==> src/design/fwf_regs.svh <==
`ifndef FWF_REGS_SVH
`define FWF_REGS_SVH

// ----------------------------------------------------------------
// Register offsets (byte addresses)
// ----------------------------------------------------------------
`define FWF_MODE_CFG_OFS 4'h0
`define FWF_FILT_CFG_OFS 4'h4
`define FWF_STATUS_OFS 4'h8

// ----------------------------------------------------------------
// Mode configuration register fields
// ----------------------------------------------------------------
`define FWF_MODE_ENABLE_BIT 0
`define FWF_MODE_LIMITED_BIT 1
`define FWF_MODE_AUTO_BIT 2
`define FWF_MODE_CFG_RESET 3'h4

// ----------------------------------------------------------------
// Filter configuration register fields
// ----------------------------------------------------------------
`define FWF_FILT_MANUAL_LSB 0
`define FWF_FILT_MANUAL_MSB 2
`define FWF_FILT_OPT_LSB 3
`define FWF_FILT_OPT_MSB 4
`define FWF_FILT_FORCE_BIT 5
`define FWF_FILT_CFG_RESET 6'h00

// ----------------------------------------------------------------
// Status register fields
// ----------------------------------------------------------------
`define FWF_STAT_WIN_LSB 0
`define FWF_STAT_STEP_LSB 16
`define FWF_STAT_PEAK_LSB 20
`define FWF_STAT_OUT_BIT 24

// ----------------------------------------------------------------
// Timing figures
// ----------------------------------------------------------------
`define FWF_CLK_PERIOD_NS 10
`define FWF_TMIN_NS 4000
`define FWF_TMAX_NS 200000
`define FWF_PERIOD_SHIFT 5

`endif

==> src/design/fwf_pkg.sv <==
// ----------------------------------------------------------------
// Shared types of the flywheel filter
// ----------------------------------------------------------------
package fwf_pkg;

  // Time filter states
  typedef enum logic [1:0] {
    FWF_LOW,
    FWF_RISE_WAIT,
    FWF_HIGH,
    FWF_FALL_WAIT
  } fwf_filt_state_type;

  // Hysteresis step index, 0 = smallest step
  typedef logic [2:0] fwf_step_type;

  // Thermometer-coded peak level
  typedef logic [3:0] fwf_peak_type;

endpackage

==> src/design/fwf_filter.sv <==
`timescale 1ns/1ps
`default_nettype none
`include "fwf_regs.svh"

module fwf_filter #(
  parameter int WIN_W = 15,
  parameter int T_MAX_CYC = `FWF_TMAX_NS / `FWF_CLK_PERIOD_NS
) (
  input wire logic ref_clk_i,                   // System clock, 100 MHz
  input wire logic rst_i,                       // Synchronous reset, active high
  input wire logic ce_i,                        // Clock enable, freezes state when low
  input wire logic [3:0] addr_i,                // Register byte address
  input wire logic [31:0] wdata_i,              // Register write data
  input wire logic wr_i,                        // Write strobe
  input wire logic rd_i,                        // Read strobe
  output logic [31:0] rdata_o,                  // Read data, cycle after strobe
  input wire logic sq_i,                        // Squared comparator signal
  input wire fwf_pkg::fwf_peak_type peak_i,     // Thermometer peak level
  input wire logic diag_i,                      // Diagnosis running
  output logic filt_o,                          // Filtered pulse to controller
  output fwf_pkg::fwf_step_type step_o,         // Hysteresis step to shaper
  output logic fb_o                             // Hysteresis feedback signal
);
  import fwf_pkg::*;

  // ----------------------------------------------------------------
  // Derived constants
  // ----------------------------------------------------------------
  localparam int PER_W = WIN_W + `FWF_PERIOD_SHIFT;
  // Least window rounds up to whole cycles
  localparam int T_MIN_CYC = (`FWF_TMIN_NS + `FWF_CLK_PERIOD_NS - 1) / `FWF_CLK_PERIOD_NS;
  localparam logic [WIN_W-1:0] WIN_MIN = WIN_W'(T_MIN_CYC);
  localparam logic [WIN_W-1:0] WIN_MAX = WIN_W'(T_MAX_CYC);
  localparam logic [PER_W-1:0] PER_SAT = {PER_W{1'b1}};

  // Refuse sizes the counters cannot hold, while elaborating
  if (T_MAX_CYC >= (1 << WIN_W) || T_MAX_CYC < T_MIN_CYC || WIN_W > 16) begin : g_bad_size
    $error("fwf_filter: window width cannot hold the window limits");
  end

  // ----------------------------------------------------------------
  // State of the module
  // ----------------------------------------------------------------
  typedef struct packed {
    logic [2:0] mode;             // Mode configuration register
    logic [5:0] filt;             // Filter configuration register
    logic en_prev;                // Enable seen last cycle
    fwf_filt_state_type fsm;      // Time filter state
    logic [WIN_W-1:0] win;        // Current filter window in cycles
    logic [WIN_W-1:0] cnt;        // Window timer
    logic [PER_W-1:0] per;        // Cycles since last validated rise
    logic have_per;               // A period measurement exists
    logic out;                    // Filtered output
    fwf_step_type step;           // Applied hysteresis step
    logic fb;                     // Feedback to hysteresis logic
    logic [31:0] rdata;           // Read data
  } fwf_state_type;

  fwf_state_type state_reg;
  fwf_state_type state_next;

  // ----------------------------------------------------------------
  // Helper signals
  // ----------------------------------------------------------------
  logic [2:0] peak_count;         // Number of tripped comparators
  fwf_step_type auto_step;        // Step from the peak level
  fwf_step_type manual_step;      // Step chosen by software
  logic [PER_W-1:0] per_meas;     // Cycles between the last two validated rises
  logic [WIN_W-1:0] per_win;      // Window derived from the period
  logic [WIN_W-1:0] clamp_win;    // Derived window after clamping
  logic enable;                   // Function enabled
  logic limited;                  // Limited adaptive mode
  logic auto_on;                  // Adaptive algorithm on
  logic fb_from_filter;           // Feedback taken after the filter
  logic both_edges;               // Filter also delays falling edges
  logic win_done;                 // Window timer expired
  logic run;                      // Filter allowed to operate

  // ----------------------------------------------------------------
  // Peak level to hysteresis step
  // ----------------------------------------------------------------
  // Count comparators; each contributes one level
  always_comb begin
    peak_count = 3'h0;
    for (int i = 0; i < 4; i++) begin
      peak_count = peak_count + {2'h0, peak_i[i]};
    end
  end

  // Level n selects step n, so the map cannot decrease
  assign auto_step = fwf_step_type'(peak_count);

  // Manual field saturates at the largest step
  assign manual_step = (state_reg.filt[`FWF_FILT_MANUAL_MSB:`FWF_FILT_MANUAL_LSB] > 3'h4)
                     ? 3'h4
                     : state_reg.filt[`FWF_FILT_MANUAL_MSB:`FWF_FILT_MANUAL_LSB];

  // ----------------------------------------------------------------
  // Configuration decode
  // ----------------------------------------------------------------
  assign enable = state_reg.mode[`FWF_MODE_ENABLE_BIT];
  assign limited = state_reg.mode[`FWF_MODE_LIMITED_BIT];
  assign auto_on = state_reg.mode[`FWF_MODE_AUTO_BIT];
  assign fb_from_filter = state_reg.filt[`FWF_FILT_OPT_LSB];
  assign both_edges = state_reg.filt[`FWF_FILT_OPT_MSB];
  assign run = enable && !diag_i;
  assign win_done = (state_reg.cnt >= state_reg.win);

  // ----------------------------------------------------------------
  // Period to window
  // ----------------------------------------------------------------
  // Period runs rise to rise, so a changed window does not skew it
  assign per_meas = state_reg.per - PER_W'(state_reg.cnt) + PER_W'(1);
  // One thirty-second of the measured period
  assign per_win = per_meas[PER_W-1:`FWF_PERIOD_SHIFT];

  // Keep the window inside its limits
  always_comb begin
    if (per_win < WIN_MIN) begin
      clamp_win = WIN_MIN;
    end else if (per_win > WIN_MAX) begin
      clamp_win = WIN_MAX;
    end else begin
      clamp_win = per_win;
    end
  end

  // ----------------------------------------------------------------
  // Next state
  // ----------------------------------------------------------------
  always_comb begin
    state_next = state_reg;

    // Register writes; both configurations apply in either mode
    if (wr_i) begin
      unique case (addr_i)
        `FWF_MODE_CFG_OFS: begin
          state_next.mode = wdata_i[2:0];
        end
        `FWF_FILT_CFG_OFS: begin
          state_next.filt = wdata_i[5:0];
        end
        default: begin
          // Status and unmapped offsets ignore writes
        end
      endcase
    end

    // Register reads answer one cycle later
    state_next.rdata = 32'h0;
    if (rd_i) begin
      unique case (addr_i)
        `FWF_MODE_CFG_OFS: begin
          state_next.rdata = {29'h0, state_reg.mode};
        end
        `FWF_FILT_CFG_OFS: begin
          state_next.rdata = {26'h0, state_reg.filt};
        end
        `FWF_STATUS_OFS: begin
          state_next.rdata[`FWF_STAT_WIN_LSB +: WIN_W] = state_reg.win;
          state_next.rdata[`FWF_STAT_STEP_LSB +: 3] = state_reg.step;
          state_next.rdata[`FWF_STAT_PEAK_LSB +: 4] = peak_i;
          state_next.rdata[`FWF_STAT_OUT_BIT] = state_reg.out;
        end
        default: begin
          // Unmapped offsets read as zero
        end
      endcase
    end

    // Hysteresis step selection
    if (state_reg.filt[`FWF_FILT_FORCE_BIT]) begin
      state_next.step = 3'h0;
    end else if (!auto_on) begin
      state_next.step = manual_step;
    end else if (limited) begin
      // Adaptive, but never below the programmed minimum
      state_next.step = (auto_step > manual_step) ? auto_step : manual_step;
    end else begin
      state_next.step = auto_step;
    end

    // Period counter saturates rather than wrapping
    if (state_reg.per != PER_SAT) begin
      state_next.per = state_reg.per + PER_W'(1);
    end

    // Window timer runs in the waiting states
    if (state_reg.cnt != WIN_MAX) begin
      state_next.cnt = state_reg.cnt + WIN_W'(1);
    end

    state_next.en_prev = enable;

    // Time filter on the squared signal
    unique case (state_reg.fsm)
      FWF_LOW: begin
        state_next.cnt = WIN_W'(1);
        if (sq_i) begin
          state_next.fsm = FWF_RISE_WAIT;
        end
      end
      FWF_RISE_WAIT: begin
        if (!sq_i) begin
          // Short high is a spike and never reaches the output
          state_next.fsm = FWF_LOW;
        end else if (win_done) begin
          state_next.fsm = FWF_HIGH;
          state_next.out = 1'b1;
          // Period counter restarts at the rise that was just validated
          state_next.per = PER_W'(state_reg.cnt);
          state_next.have_per = 1'b1;
          // Only a high lasting the window updates it
          if (limited) begin
            state_next.win = WIN_MIN;
          end else if (state_reg.have_per) begin
            state_next.win = clamp_win;
          end
        end
      end
      FWF_HIGH: begin
        state_next.cnt = WIN_W'(1);
        if (!sq_i) begin
          if (both_edges) begin
            state_next.fsm = FWF_FALL_WAIT;
          end else begin
            state_next.out = 1'b0;
            state_next.fsm = FWF_FALL_WAIT;
          end
        end
      end
      FWF_FALL_WAIT: begin
        if (!state_reg.out) begin
          // Masking: all input transitions ignored
          if (win_done) begin
            state_next.fsm = FWF_LOW;
          end
        end else if (sq_i) begin
          // Both-edge mode: short low is a spike
          state_next.fsm = FWF_HIGH;
        end else if (win_done) begin
          state_next.out = 1'b0;
          state_next.fsm = FWF_LOW;
        end
      end
    endcase

    // Feedback to the hysteresis logic from the chosen point
    state_next.fb = fb_from_filter ? state_next.out : sq_i;

    // Disabled or in diagnosis: no pulses, filter parked
    if (!run) begin
      state_next.fsm = FWF_LOW;
      state_next.out = 1'b0;
      state_next.fb = 1'b0;
    end

    // Rising enable restarts the adaptive window
    if (enable && !state_reg.en_prev) begin
      state_next.win = limited ? WIN_MIN : WIN_MAX;
      state_next.have_per = 1'b0;
      state_next.per = '0;
      state_next.fsm = FWF_LOW;
      state_next.out = 1'b0;
    end
  end

  // ----------------------------------------------------------------
  // State register
  // ----------------------------------------------------------------
  always_ff @(posedge ref_clk_i) begin
    if (rst_i) begin
      state_reg.mode <= `FWF_MODE_CFG_RESET;
      state_reg.filt <= `FWF_FILT_CFG_RESET;
      state_reg.en_prev <= 1'b0;
      state_reg.fsm <= FWF_LOW;
      state_reg.win <= WIN_MAX;
      state_reg.cnt <= '0;
      state_reg.per <= '0;
      state_reg.have_per <= 1'b0;
      state_reg.out <= 1'b0;
      state_reg.step <= 3'h0;
      state_reg.fb <= 1'b0;
      state_reg.rdata <= 32'h0;
    end else if (ce_i) begin
      state_reg <= state_next;
    end
  end

  // ----------------------------------------------------------------
  // Outputs, straight from flip-flops
  // ----------------------------------------------------------------
  assign rdata_o = state_reg.rdata;
  assign filt_o = state_reg.out;
  assign step_o = state_reg.step;
  assign fb_o = state_reg.fb;

endmodule

`default_nettype wire

==> config.mk <==
export PLATFORM = sky130hd
export DESIGN_NAME = fwf_filter
export DESIGN_NICKNAME = d
export VERILOG_FILES = /design/src/design/fwf_pkg.sv /design/src/design/fwf_filter.sv
export VERILOG_INCLUDE_DIRS = /design/src /design/src/design
export SDC_FILE = /design/constraint.sdc
export NUM_CORES = 1
export LEC_CHECK = 0
export BUFFER_PORTS_ARGS = -buffer_cell sky130_fd_sc_hd__buf_2
export CORE_MARGIN = 1
export CORE_UTILIZATION = 25
export CTS_CLUSTER_SIZE = 10
export DETAILED_ROUTE_END_ITERATION = 12
export PLACE_DENSITY_LB_ADDON = 0.12
export SYNTH_ARGS = -nofsm -noshare
export SYNTH_HDL_FRONTEND = slang
export SYNTH_SLANG_ARGS = --single-unit
==> constraint.sdc <==
create_clock -name ref_clk_i -period 6.73 [get_ports ref_clk_i]
set_clock_uncertainty 0.05 [all_clocks]
set_input_delay 0.3365 -clock ref_clk_i [delete_from_list [all_inputs] [get_ports ref_clk_i]]
set_output_delay 0.3365 -clock ref_clk_i [all_outputs]
set_load 0.005 [all_outputs]
==> results.cfg <==
[run_status]
status = finished, final reports clean

[worst_hold_path]
timing.hold.worst.start = wdata_i[2]
hp-class = input pin to flip-flop

[final_layout]
final_layout_size_suffix_gt1_share_pct = 11.9
synthToLayoutAreaGrowth_pct = 9.48
antenna_cells_inserted = 0
final_nets = 925
largest_register_ff_count = 58
layout.cells.most_common_list = sky130_fd_sc_hd__dfxtp_1 (91), sky130_fd_sc_hd__nor2_1 (87), sky130_fd_sc_hd__nand2_1 (61)
fill_cells = 2762
layout.cells.most_common = sky130_fd_sc_hd__dfxtp_1
layout.cells.non_filler = 1154

[worst_setup_path]
worstSetupEndpointType = flip-flop
crit_path_top_delay_cell = sky130_fd_sc_hd__dfxtp_1
critical_path.most_common_cell = sky130_fd_sc_hd__ha_1
critical_path.cell_chain = inv_1 > ha_1 > ha_1 > a21oi_4 > o32ai_2 > o31ai_1 > o211ai_1 > xnor2_1 > nor2_1 > a41oi_2 > nor4b_4 > a22o_1
worstReg2RegStart = state_reg[61]
largest_stage_delay_worst_path_ns = 0.55
cp.required_ns = 6.98
worst_setup_path_startpoint = state_reg[61]
timing.critical_path.fanout_max = 9
criticalPathCategory = flip-flop to flip-flop
setup_crit_start_kind = flip-flop
cp_data_arrival_time_ns = 4.24

[synthesis]
post-synth-top-area-cell = sky130_fd_sc_hd__dfxtp_1
synthDistinctLibCells = 78
synth.yosys.seq_area_share_pct = 27.8
post-synth-top-area-fraction_pct = 27.8
synth.top_cells.by_area = sky130_fd_sc_hd__dfxtp_1 (28%), sky130_fd_sc_hd__ha_1 (11%), sky130_fd_sc_hd__nor2_1 (5.0%)
yosys_warnings = 0
syn_area_um2 = 6560
netlist_instances = 815
number_of_synthesized_register_bits = 91
postSynth.topFlopCell = sky130_fd_sc_hd__dfxtp_1
synth_area_per_cell_um2 = 8.05
fraction_of_registers_with_async_set_reset_pct = 0
synth_enable_flop_cells = 0

[global_route]
grt_use_total_pct = 15.2
grt_pass1_vias = 5374
grt_antenna_before_repair = 0
grt_max_degree = 65
grt_remaining_overflow = 0
grt_first_pass_wirelength_um = 31400

[clock_tree]
cts_resized = 0
numClockSinks = 91
clock_tree.htree_level_count = 3
tritoncts = yes
clock_latency_of_the_later_clocked_register_in_the_worst_skew_pair_ns = 0.36
post_cts.repair.setup_buffers = 0
cts-root-buf = sky130_fd_sc_hd__clkbuf_16
clock_tree.buffer_depth = 2
cts_buffers = 9
cts.clk_slew.worst_paths_ns = 0.07
post_cts_hold_buffer_count = 0

[placed_design]
post-place-cells = 1138
gp_routability_congestion = 0.820
dp_hpwl_um = 14700
placement.io_buffers = 48

[route]
finalWirelength_um = 19600
num_vias = 5524
post_drt_via_cell_ratio = 4.79
post-route-drc-count = 0
ant_nets = 0
routed_wire_length_per_instance_um = 17.0
drt-pass1-iter-count = 4
detailedRoute.firstIterationViolations = 363

[timing]
fin_setup_tns_ns = 0
shortest_clock_period_the_worst_path_allows_after_layout_ns = 3.99
period_share_pct = 59.3
rsz0062_at_grt = false
hold_viol_final = 0
max_slew_margin_pct = 25.8
final-setup-viol-count = 0
fmax_achieved_mhz = 251
maxSlewViolCount = 0
worst_slew_pin_slew_ns = 1.11

[die]
die_area_um2 = 26900
core-area_um2 = 25500
starting_density_of_the_core_pct = 25.8
floorplan.die.width_um = 164
rows = 58
die_height_um = 164
ioPinCount = 84

[pwr]
power.static_leakage_nw = 3.02
pwr_density_cell_nw_per_um2 = 165
ir_worst_vdd_uv = 120

[run]
max_cap_violations = 0
-- layer usage --
layer	wire, um	up-vias	track usage, %
met5	0	-	0
met4	340	0	5.22
met3	537	18	1.52
met2	8430	80	22.8
met1	10300	2598	22.5
li1	-	2828	-
-- critical path, delay by kind of cell (launching register included) --
kind                     cells  cell delay, ns
buffers and inverters        1            0.08
adder cells (fa/ha/maj)      2            0.67
AO/OA/AOI/OAI                6            1.54
AND/OR/NAND/NOR              2            0.70
flip-flops                   1            0.55
XOR/XNOR                     1            0.35
-- cell families after synthesis --
| kind of cell | after synthesis | share of synthesized area, % |
|---|---|---|
| AO/OA/AOI/OAI | 177 | 19.4 |
| other | 1 | 0.0572 |
| XOR/XNOR | 33 | 4.41 |
| flip-flops | 91 | 27.8 |
| multiplexers | 23 | 3.55 |
| buffers and inverters | 126 | 9.38 |
| adder cells (fa/ha/maj) | 59 | 11.4 |
| AND/OR/NAND/NOR | 305 | 24.0 |
-- power by group --
group	internal [mW]	total [mW]	switching (mW)
logic	0.0428	0.110	0.0672
clock network	0.268	0.526	0.258
registers	0.542	0.548	0.00561
total	0.853	1.18	0.331
-- Yosys cell counts, types with 4 or more instances --
master / number
sky130_fd_sc_hd__mux2i_1: 21
sky130_fd_sc_hd__or3_1: 8
sky130_fd_sc_hd__a21o_1: 8
sky130_fd_sc_hd__a22o_1: 10
sky130_fd_sc_hd__nor3_1: 12
sky130_fd_sc_hd__o32ai_1: 4
sky130_fd_sc_hd__nand4_1: 21
sky130_fd_sc_hd__nand2b_1: 14
sky130_fd_sc_hd__nor2_1: 87
sky130_fd_sc_hd__nand3_1: 24
sky130_fd_sc_hd__ha_1: 58
sky130_fd_sc_hd__o21ai_0: 26
sky130_fd_sc_hd__dfxtp_1: 91
sky130_fd_sc_hd__o31ai_1: 5
sky130_fd_sc_hd__xnor2_1: 26
sky130_fd_sc_hd__o22ai_1: 6
sky130_fd_sc_hd__a211o_1: 5
sky130_fd_sc_hd__a211oi_1: 4
sky130_fd_sc_hd__a21oi_1: 58
sky130_fd_sc_hd__and3_1: 13
sky130_fd_sc_hd__nand2_1: 61
sky130_fd_sc_hd__nor2b_1: 37
sky130_fd_sc_hd__a21boi_0: 4
sky130_fd_sc_hd__o211ai_1: 5
sky130_fd_sc_hd__a31oi_1: 6
sky130_fd_sc_hd__o21a_1: 4
sky130_fd_sc_hd__and2_1: 6
sky130_fd_sc_hd__inv_1: 57
sky130_fd_sc_hd__buf_4: 37
sky130_fd_sc_hd__xor2_1: 7
sky130_fd_sc_hd__clkbuf_1: 27
-- path summary, 6_finish.rpt --
kind,depth (start not counted),slack [ns],end
worst max-delay path,12,2.74,state_reg[75]
worst min-delay path,2,0.16,auto_on
worst max register to register,12,2.74,state_reg[75]
worst min register to register,2,0.47,rdata_o[10]
-- per-stage QoR --
step / cell area, um2 / setup WS [ns] / util, % / total power [mW] / hold slack, ns
CTS: 7180 / 2.73 / 28.2 / 1.21 / 0.138
global route: 7180 / 2.50 / 28.2 / 1.23 / 0.161
global placement: 6890 / 2.73 / 27.1 / 0.672 / 0.444
floorplan: 6590 / 3.46 / - / 0.642 / 0.403
finish: 7180 / 2.74 / 28.2 / 1.18 / 0.155
detailed placement: 6890 / 2.75 / 27.1 / 0.672 / 0.453
-- cell type report --
type,count,area [um2],share of cell area [%]
sequential,91,1820,25.4
multi-input combinational,606,4160,57.9
timing repair buffer,54,285,3.97
tap,330,413,5.75
clock inverter,6,52.6,0.732
clock buffer,10,239,3.33
inverter,57,214,2.98
Power figures use the tool's default switching activity.
